$ cat src/rtl/ifsr_pkg.sv
// Purpose: Constants for the two interrupt flag status registers.
// Assumes: Register offsets are not given, so two word indexes are chosen here.
// Notes:   Bit positions follow the register layouts and index the source vectors.
package ifsr_pkg;

  // Register addressing.
  localparam int          ADDR_W       = 4;
  localparam logic [3:0]  OFS_FLAG1    = 4'h0;
  localparam logic [3:0]  OFS_FLAG2    = 4'h1;
  localparam int          REG_W        = 16;

  // Implemented bit masks; a zero marks an unimplemented position.
  localparam logic [15:0] IMPL_MASK1   = 16'hFFFB;
  localparam logic [15:0] IMPL_MASK2   = 16'hDFFF;
  localparam logic [15:0] RESET_FLAGS  = 16'h0000;

  // First register bit positions.
  localparam int B1_UART2_TX      = 15;
  localparam int B1_UART2_RX      = 14;
  localparam int B1_EXT_IRQ2      = 13;
  localparam int B1_TIMER5        = 12;
  localparam int B1_TIMER4        = 11;
  localparam int B1_OUT_COMPARE4  = 10;
  localparam int B1_OUT_COMPARE3  = 9;
  localparam int B1_DMA_CH2_DONE  = 8;
  localparam int B1_IN_CAPTURE8   = 7;
  localparam int B1_IN_CAPTURE7   = 6;
  localparam int B1_ADC2_DONE     = 5;
  localparam int B1_EXT_IRQ1      = 4;
  localparam int B1_CHANGE_NOTIFY = 3;
  localparam int B1_UNUSED        = 2;
  localparam int B1_I2C1_MASTER   = 1;
  localparam int B1_I2C1_SLAVE    = 0;

  // Second register bit positions.
  localparam int B2_TIMER6        = 15;
  localparam int B2_DMA_CH4_DONE  = 14;
  localparam int B2_UNUSED        = 13;
  localparam int B2_OUT_COMPARE8  = 12;
  localparam int B2_OUT_COMPARE7  = 11;
  localparam int B2_OUT_COMPARE6  = 10;
  localparam int B2_OUT_COMPARE5  = 9;
  localparam int B2_IN_CAPTURE6   = 8;
  localparam int B2_IN_CAPTURE5   = 7;
  localparam int B2_IN_CAPTURE4   = 6;
  localparam int B2_IN_CAPTURE3   = 5;
  localparam int B2_DMA_CH3_DONE  = 4;
  localparam int B2_CAN1_EVENT    = 3;
  localparam int B2_CAN1_RX       = 2;
  localparam int B2_SPI2_EVENT    = 1;
  localparam int B2_SPI2_ERROR    = 0;

endpackage : ifsr_pkg
$ cat src/rtl/ifsr_flag_bit.sv
// Purpose: One sticky interrupt flag bit with software write access.
// Assumes: Source request and bus write are synchronous to mclk.
// Notes:   A source set beats a software clear in the same cycle.
`timescale 1ns/1ps
module ifsr_flag_bit (
  // Clock, reset and enable.
  input  wire logic mclk,
  input  wire logic sys_rst,
  input  wire logic clkEn,
  // Set and write controls.
  input  wire logic srcSet,
  input  wire logic swWrite,
  input  wire logic swData,
  // Latched flag.
  output logic      flag
);

  // Set has priority so that a request landing on a clear is never dropped.
  always_ff @(posedge mclk or posedge sys_rst) begin
    if (sys_rst) begin
      flag <= 1'b0;
    end else if (clkEn) begin
      if (srcSet) begin
        flag <= 1'b1;
      end else if (swWrite) begin
        flag <= swData;
      end
    end
  end

endmodule : ifsr_flag_bit

$ cat src/rtl/ifsr_flag_regs.sv
// Purpose: Two 16-bit interrupt flag status registers with a simple register port.
// Assumes: Source request lines are one-cycle or level pulses synchronous to mclk.
// Notes:   Unimplemented bits read zero and drop writes; reads answer one cycle later.
//
// Behaviour
// Flag reads 1 after request, else 0.
// Implemented flags read/write, reset to zero.
// Bit 2 and bit 13 read zero.
// First register bits 15..8 source mapping.
// First register bits 7..3, 1, 0 mapping.
// Second register bits 15,14,12..8 mapping.
// Second register bits 7..0 mapping.
// Simultaneous set and clear leaves set.
`timescale 1ns/1ps
module ifsr_flag_regs
  import ifsr_pkg::*;
(
  // Clock, reset and enable.
  input  wire logic              mclk,
  input  wire logic              sys_rst,
  input  wire logic              clkEn,
  // Register port.
  input  wire logic [ADDR_W-1:0] regAddr,
  input  wire logic [REG_W-1:0]  regWdata,
  input  wire logic              regWr,
  input  wire logic              regRd,
  output logic      [REG_W-1:0]  regRdata,
  // Source request lines, first register group.
  input  wire logic              uart2_tx_flag_req,
  input  wire logic              uart2_rx_flag_req,
  input  wire logic              ext_irq2_flag_req,
  input  wire logic              timer5_flag_req,
  input  wire logic              timer4_flag_req,
  input  wire logic              out_compare4_flag_req,
  input  wire logic              out_compare3_flag_req,
  input  wire logic              dma_ch2_done_flag_req,
  input  wire logic              in_capture8_flag_req,
  input  wire logic              in_capture7_flag_req,
  input  wire logic              adc2_done_flag_req,
  input  wire logic              ext_irq1_flag_req,
  input  wire logic              change_notify_flag_req,
  input  wire logic              i2c1_master_flag_req,
  input  wire logic              i2c1_slave_flag_req,
  // Source request lines, second register group.
  input  wire logic              timer6_flag_req,
  input  wire logic              dma_ch4_done_flag_req,
  input  wire logic              out_compare8_flag_req,
  input  wire logic              out_compare7_flag_req,
  input  wire logic              out_compare6_flag_req,
  input  wire logic              out_compare5_flag_req,
  input  wire logic              in_capture6_flag_req,
  input  wire logic              in_capture5_flag_req,
  input  wire logic              in_capture4_flag_req,
  input  wire logic              in_capture3_flag_req,
  input  wire logic              dma_ch3_done_flag_req,
  input  wire logic              can1_event_flag_req,
  input  wire logic              can1_rx_flag_req,
  input  wire logic              spi2_event_flag_req,
  input  wire logic              spi2_error_flag_req,
  // Latched flags toward the interrupt logic.
  output logic      [REG_W-1:0]  flagStatus1,
  output logic      [REG_W-1:0]  flagStatus2
);

  logic [REG_W-1:0] setVec1;
  logic [REG_W-1:0] setVec2;
  logic [REG_W-1:0] flagQ1;
  logic [REG_W-1:0] flagQ2;
  logic             wrSel1;
  logic             wrSel2;
  logic [REG_W-1:0] next_rdata;

  // source mapping high byte.
  // Gather the request lines into per-position vectors of the first register.
  always_comb begin
    setVec1                   = RESET_FLAGS;
    setVec1[B1_UART2_TX]      = uart2_tx_flag_req;
    setVec1[B1_UART2_RX]      = uart2_rx_flag_req;
    setVec1[B1_EXT_IRQ2]      = ext_irq2_flag_req;
    setVec1[B1_TIMER5]        = timer5_flag_req;
    setVec1[B1_TIMER4]        = timer4_flag_req;
    setVec1[B1_OUT_COMPARE4]  = out_compare4_flag_req;
    setVec1[B1_OUT_COMPARE3]  = out_compare3_flag_req;
    setVec1[B1_DMA_CH2_DONE]  = dma_ch2_done_flag_req;
    // source mapping low byte.
    setVec1[B1_IN_CAPTURE8]   = in_capture8_flag_req;
    setVec1[B1_IN_CAPTURE7]   = in_capture7_flag_req;
    setVec1[B1_ADC2_DONE]     = adc2_done_flag_req;
    setVec1[B1_EXT_IRQ1]      = ext_irq1_flag_req;
    setVec1[B1_CHANGE_NOTIFY] = change_notify_flag_req;
    setVec1[B1_I2C1_MASTER]   = i2c1_master_flag_req;
    setVec1[B1_I2C1_SLAVE]    = i2c1_slave_flag_req;
  end

  // source mapping high byte.
  // Same gathering for the second register.
  always_comb begin
    setVec2                   = RESET_FLAGS;
    setVec2[B2_TIMER6]        = timer6_flag_req;
    setVec2[B2_DMA_CH4_DONE]  = dma_ch4_done_flag_req;
    setVec2[B2_OUT_COMPARE8]  = out_compare8_flag_req;
    setVec2[B2_OUT_COMPARE7]  = out_compare7_flag_req;
    setVec2[B2_OUT_COMPARE6]  = out_compare6_flag_req;
    setVec2[B2_OUT_COMPARE5]  = out_compare5_flag_req;
    setVec2[B2_IN_CAPTURE6]   = in_capture6_flag_req;
    // source mapping low byte.
    setVec2[B2_IN_CAPTURE5]   = in_capture5_flag_req;
    setVec2[B2_IN_CAPTURE4]   = in_capture4_flag_req;
    setVec2[B2_IN_CAPTURE3]   = in_capture3_flag_req;
    setVec2[B2_DMA_CH3_DONE]  = dma_ch3_done_flag_req;
    setVec2[B2_CAN1_EVENT]    = can1_event_flag_req;
    setVec2[B2_CAN1_RX]       = can1_rx_flag_req;
    setVec2[B2_SPI2_EVENT]    = spi2_event_flag_req;
    setVec2[B2_SPI2_ERROR]    = spi2_error_flag_req;
  end

  // Address decode for writes.
  assign wrSel1 = regWr && (regAddr == OFS_FLAG1);
  assign wrSel2 = regWr && (regAddr == OFS_FLAG2);

  // flag storage per bit.
  // One flag cell per implemented position; unimplemented ones are constant zero.
  genvar gi;
  generate
    for (gi = 0; gi < REG_W; gi++) begin : g_bits
      if (IMPL_MASK1[gi]) begin : g_f1
        ifsr_flag_bit u_flag1 (
          .mclk    (mclk),
          .sys_rst (sys_rst),
          .clkEn   (clkEn),
          .srcSet  (setVec1[gi]),
          .swWrite (wrSel1),
          .swData  (regWdata[gi]),
          .flag    (flagQ1[gi])
        );
      end else begin : g_u1
        // R3 reads as zero.
        assign flagQ1[gi] = 1'b0;
      end
      if (IMPL_MASK2[gi]) begin : g_f2
        ifsr_flag_bit u_flag2 (
          .mclk    (mclk),
          .sys_rst (sys_rst),
          .clkEn   (clkEn),
          .srcSet  (setVec2[gi]),
          .swWrite (wrSel2),
          .swData  (regWdata[gi]),
          .flag    (flagQ2[gi])
        );
      end else begin : g_u2
        // R3 reads as zero.
        assign flagQ2[gi] = 1'b0;
      end
    end
  endgenerate

  // read mux.
  // Unmapped addresses read zero so software never sees stale data.
  always_comb begin
    if (regAddr == OFS_FLAG1) begin
      next_rdata = flagQ1;
    end else if (regAddr == OFS_FLAG2) begin
      next_rdata = flagQ2;
    end else begin
      next_rdata = RESET_FLAGS;
    end
  end

  // Read data stands only in the cycle after the read strobe.
  always_ff @(posedge mclk or posedge sys_rst) begin
    if (sys_rst) begin
      regRdata <= RESET_FLAGS;
    end else if (clkEn) begin
      regRdata <= regRd ? next_rdata : RESET_FLAGS;
    end
  end

  // Registered copy of the flags so outputs come straight from flip-flops.
  always_ff @(posedge mclk or posedge sys_rst) begin
    if (sys_rst) begin
      flagStatus1 <= RESET_FLAGS;
      flagStatus2 <= RESET_FLAGS;
    end else if (clkEn) begin
      flagStatus1 <= flagQ1;
      flagStatus2 <= flagQ2;
    end
  end

  // set beats clear.
  AST_SET_WINS: assert property (@(posedge mclk) disable iff (sys_rst)
    (clkEn && wrSel1 && !regWdata[B1_TIMER4] && timer4_flag_req) |=> flagQ1[B1_TIMER4])
    else $error("Timer4 request lost against a clear.");

  // request sets flag.
  AST_REQ_SETS: assert property (@(posedge mclk) disable iff (sys_rst)
    (clkEn && spi2_error_flag_req) |=> flagQ2[B2_SPI2_ERROR])
    else $error("SPI2 error request did not set its flag.");

  // flag holds without cause.
  AST_FLAG_STABLE: assert property (@(posedge mclk) disable iff (sys_rst)
    (!wrSel2 && setVec2 == RESET_FLAGS) |=> flagQ2 == $past(flagQ2))
    else $error("Second register changed without request or write.");

  // unimplemented zero.
  // Each spare position is checked only on a read of its own register, since the same bit is live in the other.
  AST_UNIMPL_ZERO: assert property (@(posedge mclk) disable iff (sys_rst)
    (clkEn && regRd && regAddr == OFS_FLAG1) |=> (regRdata[B1_UNUSED] == 1'b0))
    else $error("Unimplemented bit of the first register read as one.");

  // unimplemented zero.
  AST_UNIMPL_ZERO2: assert property (@(posedge mclk) disable iff (sys_rst)
    (clkEn && regRd && regAddr == OFS_FLAG2) |=> (regRdata[B2_UNUSED] == 1'b0))
    else $error("Unimplemented bit of the second register read as one.");

  // write then read back.
  AST_WRITE_READ: assert property (@(posedge mclk) disable iff (sys_rst)
    (clkEn && wrSel1 && setVec1 == RESET_FLAGS) |=> flagQ1 == ($past(regWdata) & IMPL_MASK1))
    else $error("First register write not stored.");

  // mapping check.
  AST_UART2_TX: assert property (@(posedge mclk) disable iff (sys_rst)
    (clkEn && uart2_tx_flag_req) ##1 clkEn |=> flagStatus1[B1_UART2_TX])
    else $error("UART2 transmit flag not at bit 15.");

  // mapping check.
  AST_I2C1_SLAVE: assert property (@(posedge mclk) disable iff (sys_rst)
    (clkEn && i2c1_slave_flag_req) ##1 clkEn |=> flagStatus1[B1_I2C1_SLAVE])
    else $error("I2C1 slave flag not at bit 0.");

  // mapping check.
  AST_TIMER6: assert property (@(posedge mclk) disable iff (sys_rst)
    (clkEn && timer6_flag_req) ##1 clkEn |=> flagStatus2[B2_TIMER6])
    else $error("Timer6 flag not at bit 15.");

  // mapping check.
  AST_CAN1_RX: assert property (@(posedge mclk) disable iff (sys_rst)
    (clkEn && regRd && regAddr == OFS_FLAG2 && flagQ2[B2_CAN1_RX]) |=> regRdata[B2_CAN1_RX])
    else $error("CAN1 receive flag not read at bit 2.");

endmodule : ifsr_flag_regs

$ cat config.mk
export PLATFORM = sky130hd
export DESIGN_NAME = ifsr_flag_regs
export DESIGN_NICKNAME = d
export VERILOG_FILES = /design/src/rtl/ifsr_pkg.sv /design/src/rtl/ifsr_flag_bit.sv /design/src/rtl/ifsr_flag_regs.sv
export SDC_FILE = /design/constraint.sdc
export NUM_CORES = 1
export LEC_CHECK = 0
export BUFFER_PORTS_ARGS = -buffer_cell sky130_fd_sc_hd__buf_4
export CAP_MARGIN = 25
export CORE_AREA = 2 2 89 91
export CTS_CLUSTER_DIAMETER = 60
export DETAILED_ROUTE_END_ITERATION = 6
export DIE_AREA = 0 0 91 93
export GPL_TIMING_DRIVEN = 0
export HOLD_SLACK_MARGIN = 0.15
export PLACE_DENSITY = 0.74
export SLEW_MARGIN = 25
export SYNTH_ARGS = -nofsm -noshare
export SYNTH_HDL_FRONTEND = slang
export SYNTH_SLANG_ARGS = --single-unit
$ cat constraint.sdc
create_clock -name mclk -period 2.19 [get_ports mclk]
set_input_delay 0.219 -clock mclk [delete_from_list [all_inputs] [get_ports mclk]]
set_output_delay 0.219 -clock mclk [all_outputs]
set_load 0.03 [all_outputs]
==> run_results.csv, run 1 <==
group,metric,value,unit
yosys,synthFlopType,"dfrtp_1",
sta,min_period,1.411,ns
detailed_routing,met1_length,4036,um
finish,layout.cells.non_filler,508,
sta,setup_tns,0,ns
yosys,ys_seq_area_share,57.08,%
worst_setup_path,setup.worst_path.end_class,"flop",
grt,grt_pass1_vias,2790,
worst_setup_path,worstPathRequired,2.44,ns
yosys,yosysMostFrequentCell,"dfrtp_1",
cts,cts_buffer_depth,2,
yosys,syn_area_per_cell,12.16,um^2
yosys,synth_common_cells,"76 x dfrtp_1, 37 x nor2_1, 30 x mux2_2",
yosys,synthDistinctLibCells,24,
min_path,holdCritPathClass,"primary input to flop",
detailed_routing,vias,2745,
cts,cts.sinks,76,
worst_setup_path,critPathMaxFanout,9,
die,ios,103,
yosys,synth_area,3332,um^2
detailed_routing,dr_wl_met2,4618,um
sta,finalClockSkew,0.008374,ns
die,die_height,93,um
die,fp.dieW,91,um
grt,grt-ovfl-total,0,
power,cellPowerDensity,758.2,nW/um^2
placed_design,gp_congestion,0.7319,
power,power_leakage,1.893,nW
finish,utilization,61.20,%
sta,slew_headroom,44.96,%
grt,antenna_found_initial,0,
finish,filler_cell_count,646,
power,ir_drop,0.0005216,V
placed_design,dp.cells,477,
detailed_routing,drt_iter0_drc,95,
yosys,synth_top_area_share,57.08,%
die,die_area,8463,um^2
finish,nets,456,
detailed_routing,wl_per_cell,18.44,um
finish,drive_gt1_share,41.63,%
placed_design,port-buffer-count,99,
detailed_routing,viasPerCell,5.404,
die,rows,32,
job,maxCapViolCount,0,
cts,htreeDepth,3,
cts,numCtsBuffers,9,
sta,hold-worst-slack,0.1546,ns
worst_setup_path,cpMaxStageDelayCell,"clkbuf_1",
yosys,yosysTopAreaCell,"dfrtp_1",
finish,n_antenna_cell,0,
worst_setup_path,worstPathArrival,1.66,ns
cts,root_buffer,"clkbuf_8",
yosys,yosys_register_bits,76,
sta,drv_slew,0,
sta,setup_viol_count_final,0,
yosys,syn_inst,274,
detailed_routing,drc_errors,0,
grt,grt_pass1_wl,14820,um
sta,rsz0062_at_grt,"false",
cts,ctsResizeCount,0,
die,core_area,7527,um^2
cts,clock_latency,0.35,ns
sta,period_share,64.43,%
worst_setup_path,critPathMaxStageDelay,0.43,ns
grt,grt_usage,23.16,%
grt,grt_max_degree,43,
detailed_routing,wl,9367,um
finish,area_delta_synth_final,38.27,%
yosys,ys_warn_count,0,
sta,worstMarginPinSlew,0.8256,ns
yosys,async_reset_ff_share,100.0,%
detailed_routing,antenna_left,0,
yosys,synth_edf_count,0,
die,initial_core_util,44.27,%
outcome,outcome,"finished clean",
sta,clock.fmax,708.7,MHz
cts,cts_tree,"yes",
sta,finalHoldViolCount,0,
worst_setup_path,crit_type,"primary input to flop",
yosys,synth.top_cells.by_area,"dfrtp_1 57%, mux2_2 10%, mux2i_1 4.5%, nor2_1 4.2%, a211oi_1 3.4%",
cts,clk_pin_slew_worst_paths,0.08,ns
placed_design,place_hpwl,6156,um
worst_setup_path,path_cells,"buf_4, and2b_2, clkbuf_1, nand2_1, a211oi_1",
worst_setup_path,startpoint_type,"primary input",
detailed_routing,drtPass1Iterations,4,
detailed_routing,top_layer_used,"met4",
detailed_routing,met3_length,645,um
[final timing paths]
check	slack, ns	from	end	cells past startpoint
worst max-delay path	0.78	regAddr[0]	g_bits[8].g_f1.u_flag1.flag	5
worst min-delay path	0.15	out_compare5_flag_req	g_bits[9].g_f2.u_flag2.flag	3
worst max register to register	1.24	regRdata[15]	regRdata[15]	2
worst min register to register	0.51	regRdata[2]	regRdata[2]	1
max in group asynchronous	1.15	sys_rst	flagStatus2[10]	4
min in group asynchronous	0.45	sys_rst	g_bits[4].g_f2.u_flag2.flag	3
[critical path, delay by kind of cell]
kind | cells | cell delay, ns
simple gates | 2 | 0.57
buf+inv | 2 | 0.56
compound gates | 1 | 0.31
[area by class of cell]
class,instances,area [um^2],area share [%]
multi-input cells,176,1284,27.87
well taps,102,127.6,2.770
plain buffers,21,142.6,3.096
clock inverters,3,68.82,1.494
inverters,2,10.01,0.2173
flip-flops and latches,76,1902,41.28
repair buffers,115,913.4,19.83
clock buffers,13,158.9,3.449
[layer usage]
layer | GRT usage [%] | up-vias
li1 | - | 1249
met1 | 30.17 | 1377
met2 | 39.07 | 108
met3 | 6.366 | 11
met4 | 4.924 | 0
met5 | 0 | -
[cells in the final DEF, fill, tap and decap left out]
cell type      synthesis  final
conb_1                 1      2
buf_4                  7    106
and4_2                 2      2
buf_6                  3      3
a22o_1                 2      2
a221o_2                5      5
buf_12                 0      1
a21oi_1               15     15
clkbuf_1               7      9
or4_4                  1      1
mux2_2                30     30
nor2b_1               14     14
inv_4                  0      1
mux2i_1               15     15
a211oi_1              15     15
a221o_1                9      9
and2b_2                1      1
nor2_1                37     37
buf_8                  1      1
nand2_1                3      3
clkbuf_8               0     11
nor3_1                 9      9
dfrtp_1               76     76
inv_1                  2      1
nor4_1                15     15
nor2_8                 1      1
bufinv_16              0      2
buf_2                  3      3
dlygate4sd3_1          0     15
clkinv_4               0      1
[kinds of logic after synthesis]
group / share of synthesized area (%)
buffers and inverters: 4.506
AOI/OAI and AO/OA: 10.55
other: 0.1125
DFF: 57.08
muxes: 14.64
and+or+nand+nor: 13.11
[stage by stage]
stage	area (um^2)	setup WS, ns	power, mW
final	4607	0.7789	3.493
after floorplan	3336	0.03267	1.997
after detailed placement	4229	0.4389	2.293
after CTS	4607	0.7892	3.516
after global routing	4607	0.6609	3.627
after global placement	4207	-0.8646	2.273
[repair_timing]
item | in CTS | in global routing
endpoints found under the hold margin | 43 | 0
buffers inserted | 0 | 0
setup endpoints to repair | 0 | 0
hold buffers | 15 | 0
[flip-flops by register name, indices dropped and copies added (netlist names)]
name / flops
g_bits.g_f1.u_flag1.flag: 15
flagStatus1: 15
flagStatus2: 15
g_bits.g_f2.u_flag2.flag: 15
regRdata: 16
[power by group]
group | internal (mW) | switching (mW) | total [mW]
sequential | 1.53 | 0.101 | 1.63
combinational | 0.296 | 0.361 | 0.657
clock | 0.708 | 0.497 | 1.20
No activity file was read; power rests on OpenSTA's default activity.
==> run 2: changes to the inputs <==
Clock period 2.19 ns to 1.2 ns, I/O delays scaled along.
==> run_results.csv, run 2 (synthesis results as in run 1) <==
group,metric,value,unit
sta,slew_headroom,45.78,%
cts,numCtsBuffers,9,
power,p_comb_share,21.2,%
sta,worstMarginPinSlew,0.8133,ns
detailed_routing,vias,2834,
detailed_routing,drtPass1Iterations,4,
power,ir_drop,0.0005801,V
worst_setup_path,critPathMaxStageDelay,0.53,ns
sta,period_share,97.80,%
grt,grt-ovfl-total,0,
min_path,holdCritPathClass,"primary input to flop",
worst_setup_path,crit_path_start,"regAddr[0]",
finish,area_delta_synth_final,48.63,%
cts,clk_pin_slew_worst_paths,0.07,ns
die,die_area,8463,um^2
finish,regMostFlops,"regRdata",
outcome,outcome,"finished clean",
placed_design,dp.cells,478,
die,ios,103,
worst_setup_path,cp-endpoint,"g_bits[8].g_f1.u_flag1.flag",
detailed_routing,viasPerCell,5.238,
cts,root_buffer,"clkbuf_8",
grt,grt_max_degree,33,
sta,min_period,1.174,ns
worst_setup_path,rr_startpoint,"regRdata[10]",
worst_setup_path,worstPathArrival,1.38,ns
detailed_routing,drt_iter0_drc,107,
finish,largest_register_ffs,16,
die,rows,32,
sta,setup_tns,0,ns
sta,clock.fmax,852.1,MHz
worst_setup_path,path_cells,"buf_4, or4_4, buf_6, buf_6, nor4_1, a211oi_1",
sta,timing.final.ws_setup,0.02639,ns
power,seqPwrFrac,48.4,%
sta,drv_slew,0,
placed_design,gp_congestion,0.7468,
cts,cts.sinks,76,
worst_setup_path,cp_common_cell,"buf_6",
finish,n_antenna_cell,0,
power,power_leakage,2.019,nW
finish,layout.cells.non_filler,541,
worst_setup_path,r2r_cells,2,
finish,nets,490,
die,initial_core_util,44.27,%
placed_design,port-buffer-count,99,
die,fp.dieW,91,um
worst_setup_path,startpoint_type,"primary input",
cts,clock_latency,0.34,ns
worst_setup_path,worstPathRequired,1.40,ns
worst_setup_path,setup.worst_path.end_class,"flop",
finish,layout_commonest_cell,"buf_4",
sta,rsz0062_at_grt,"true",
power,switching_power,1.790,mW
die,core_area,7527,um^2
worst_setup_path,critPathMaxFanout,10,
grt,antenna_found_initial,0,
detailed_routing,drc_errors,0,
grt,grt_pass1_vias,2835,
worst_setup_path,r2r-end,"regRdata[10]",
finish,utilization,65.79,%
grt,grt_usage,23.18,%
die,die_height,93,um
detailed_routing,wl,9799,um
power,p_sw_share,29.08,%
worst_setup_path,cpMaxStageDelayCell,"or4_4",
finish,drive_gt1_share,40.55,%
cts,cts_buffer_depth,2,
power,cellPowerDensity,1243,nW/um^2
cts,htreeDepth,3,
detailed_routing,wl_per_cell,18.11,um
worst_setup_path,ff2ff_setup_slack,0.26,ns
worst_setup_path,crit_type,"primary input to flop",
grt,grt_pass1_wl,15100,um
detailed_routing,antenna_left,0,
power,p_int,4.366,mW
cts,cts_tree,"yes",
sta,finalClockSkew,0.01253,ns
sta,finalHoldViolCount,0,
power,pwr-share-clk,30.5,%
job,maxCapViolCount,0,
finish,mostFrequentLayoutCells,"107 x buf_4, 76 x dfrtp_1, 46 x dlygate4sd3_1",
sta,setup_viol_count_final,0,
placed_design,post-place-ws,-0.4080,ns
placed_design,place_hpwl,6270,um
run 2: changes by cell type in the layout (fill, tap and decap cells not counted), moves of 2 or more:
cell / before / now
clkbuf_1: 9 / 7
nor4_1: 15 / 12
nor4_2: 0 / 3
clkinvlp_4: 0 / 2
clkbuf_8: 11 / 9
dlygate4sd3_1: 15 / 46
run 2: layer usage:
layer | vias to the layer above | track usage (%) | routed length, um
met5 | - | 0 | 0
met4 | 0 | 6.187 | 86
met3 | 10 | 3.384 | 575
met2 | 105 | 40.25 | 4916
met1 | 1395 | 30.65 | 4221
li1 | 1324 | - | -
run 2: worst min path at each step:
stage,from,to,cells after the start
floorplan,regWdata[10],g_bits[10].g_f2.u_flag2.flag,2
global route,out_compare3_flag_req,g_bits[9].g_f1.u_flag1.flag,3
CTS,out_compare3_flag_req,g_bits[9].g_f1.u_flag1.flag,3
detailed placement,sys_rst,flagStatus2[3],2
finish,out_compare3_flag_req,g_bits[9].g_f1.u_flag1.flag,3
global placement,regWdata[12],g_bits[12].g_f2.u_flag2.flag,3
run 2: area by class of cell:
type / count / area, um^2
timing repair buffer: 150 / 1266
inverter: 2 / 11.26
fill: 602 / 2575
clock inverter: 4 / 51.30
tap: 102 / 127.6
buffer: 20 / 151.4
clock buffer: 11 / 131.4
multi-input combinational: 176 / 1311
sequential: 76 / 1902
run 2: power by group through the flow:
stage                     logic, mW  registers (mW)  clock network, mW
after floorplan               0.391            3.25                  0
after global placement         1.13            3.02                  0
after detailed placement       1.17            3.03                  0
after CTS                      1.29            2.98               1.90
after global routing           1.38            3.01               2.01
final                          1.30            2.98               1.87
run 2: metrics by stage:
step	power [mW]	instance area [um^2]	hold WS (ns)
after floorplan	3.646	3352	0.2926
after global placement	4.152	4223	0.3959
after detailed placement	4.194	4263	0.1267
after CTS	6.169	4902	0.1503
after global routing	6.394	4952	0.1681
final	6.156	4952	0.1898
run 2: repair_timing:
| action | CTS | global route |
|---|---|---|
| endpoints found under the hold margin | 105 | 0 |
| hold buffers | 46 | 0 |
| gates resized for setup | 0 | 7 |
| endpoints found under the setup margin | 7 | 12 |
| buffers inserted | 0 | 3 |
run 2: worst max-delay path, delay by kind of cell:
kind                   cells  cell delay, ns
AND/OR/NAND/NOR            2            0.73
buffers and inverters      3            0.46
AO/OA/AOI/OAI              1            0.07
==> run 3: changes to the inputs <==
==> constraint.sdc (replaced) <==
create_clock -name mclk -period 1.2 [get_ports mclk]
set_input_delay 0.24 -clock mclk [delete_from_list [all_inputs] [get_ports mclk]]
set_output_delay 0.24 -clock mclk [all_outputs]
set_load 0.03 [all_outputs]
==> run_results.csv, run 3 (synthesis results as in run 1) <==
group,metric,value,unit
power,cellPowerDensity,1323,nW/um^2
cts,cts_buffer_depth,2,
die,die_area,8463,um^2
cts,clk_pin_slew_worst_paths,0.08,ns
finish,drive_gt1_share,49.12,%
finish,n_antenna_cell,0,
outcome,violations,"negative setup slack",
power,power,6.181,mW
worst_setup_path,startpoint_type,"primary input",
grt,grt_usage,22.77,%
cts,numCtsBuffers,9,
worst_setup_path,worstPathRequired,1.42,ns
placed_design,gp_congestion,0.7512,
placed_design,post-place-ws,-0.5332,ns
grt,grt_max_degree,32,
finish,layout_commonest_cell,"buf_4",
die,rows,32,
detailed_routing,wl,9511,um
finish,regMostFlops,"regRdata",
power,switching_power,1.779,mW
die,die_height,93,um
sta,worstMarginPinSlew,0.5706,ns
sta,drv_slew,0,
finish,mostFrequentLayoutCells,"108 x buf_4, 76 x dfrtp_1, 37 x nor2_1",
cts,htreeDepth,3,
grt,grt_pass1_wl,14550,um
job,maxCapViolCount,0,
detailed_routing,drt_iter0_drc,133,
detailed_routing,drc_errors,0,
detailed_routing,vias,2725,
finish,nets,447,
cts,cts_tree,"yes",
placed_design,place_hpwl,6336,um
grt,antenna_found_initial,0,
sta,period_share,100.1,%
power,pwr-share-clk,32.1,%
power,p_int,4.402,mW
grt,grt_pass1_vias,2691,
cts,cts.sinks,76,
detailed_routing,drtPass1Iterations,4,
worst_setup_path,worstPathArrival,1.42,ns
cts,clock_latency,0.34,ns
die,core_area,7527,um^2
die,fp.dieW,91,um
outcome,outcome,"finished, violations left",
power,ir_drop,0.0005588,V
cts,root_buffer,"clkbuf_8",
power,power_leakage,1.899,nW
worst_setup_path,crit_type,"primary input to flop",
sta,finalClockSkew,0.006886,ns
worst_setup_path,setup.worst_path.end_class,"flop",
finish,fin_area,4673,um^2
sta,timing.final.ws_setup,-0.001009,ns
min_path,holdCritPathClass,"primary input to flop",
placed_design,port-buffer-count,99,
sta,slew_headroom,61.88,%
grt,grt-ovfl-total,0,
power,p_comb_share,19.7,%
die,ios,103,
power,seqPwrFrac,48.2,%
die,initial_core_util,44.27,%
worst_setup_path,critPathMaxFanout,4,
finish,area_delta_synth_final,40.26,%
detailed_routing,antenna_left,0,
sta,clock.fmax,832.6,MHz
finish,largest_register_ffs,16,
sta,finalHoldViolCount,0,
detailed_routing,viasPerCell,5.461,
sta,min_period,1.201,ns
power,p_sw_share,28.78,%
sta,setup_viol_count_final,1,
detailed_routing,wl_per_cell,19.06,um
placed_design,dpl_cell_area,4282,um^2
run 3: cell types whose count changed in the layout (fill, tap and decap cells not counted), moves of 3 or more:
cell           delta
dlygate4sd3_1    -45
nor4_1            -7
clkbuf_1          -6
clkbuf_2          +3
nor4_4            +4
nor4_2            +3
run 3: critical path, stage by stage:
cell	delay (ns)
buf_8	0.09
or4_4	0.60
buf_4	0.21
nor4_2	0.18
a211oi_1	0.09
run 3: timing repair:
item	in CTS	in global routing
buffers inserted	7	0
pin swaps	1	1
setup endpoints to repair	43	37
hold endpoints to repair	22	0
hold buffers	1	0
resized for setup	7	25
gates cloned	1	0
run 3: cell type report:
cell class / count / area [um^2]
clock inverter: 4 / 47.55
timing repair buffer: 109 / 884.6
clock buffer: 12 / 155.1
sequential: 76 / 1902
tap: 102 / 127.6
inverter: 2 / 11.26
fill: 665 / 2854
multi-input combinational: 176 / 1399
buffer: 18 / 146.4
run 3: power by group through the flow:
stage	clock network, mW	logic (mW)	registers, mW
2_1_floorplan	0	0.394	3.25
3_3_place_gp	0	1.14	3.02
3_5_place_dp	0	1.18	3.03
4_1_cts	2.01	1.20	2.97
5_1_grt	2.12	1.30	3.01
6_report	1.98	1.22	2.98
run 3: stage by stage:
stage | hold WS [ns] | util (%) | std cells | TNS (ns)
global route | 0.1655 | 62.08 | 499 | -0.06100
detailed placement | 0.3302 | 56.88 | 478 | -25.03
global placement | 0.4919 | 56.25 | 476 | -55.73
finish | 0.1681 | 62.08 | 499 | -0.001009
floorplan | 0.4126 | - | 275 | -3.962
CTS | 0.1597 | 61.27 | 501 | -0.2286
run 3: routing by layer:
| layer | GRT usage, % | vias up | share of wire (%) | wire length [um] |
|---|---|---|---|---|
| met5 | 0 | - | 0 | 0 |
| met4 | 6.692 | 0 | 0.85 | 81 |
| met3 | 4.029 | 8 | 6.2 | 586 |
| met2 | 37.96 | 102 | 50 | 4724 |
| met1 | 30.75 | 1378 | 43 | 4119 |
| li1 | - | 1237 | - | - |
run 3: final timing paths:
check                          startpoint                            to  slack [ns]  depth (start not counted)
max                            regAddr[0]  g_bits[14].g_f1.u_flag1.flag      -0.001                          5
min                           regWdata[2]   g_bits[2].g_f2.u_flag2.flag        0.17                          3
max reg2reg                  regRdata[10]                  regRdata[10]        0.26                          2
min reg2reg                flagStatus1[0]                flagStatus1[0]        0.51                          1
max in group asynchronous         sys_rst  g_bits[13].g_f1.u_flag1.flag        0.15                          4
min in group asynchronous         sys_rst                flagStatus2[3]        0.52                          3
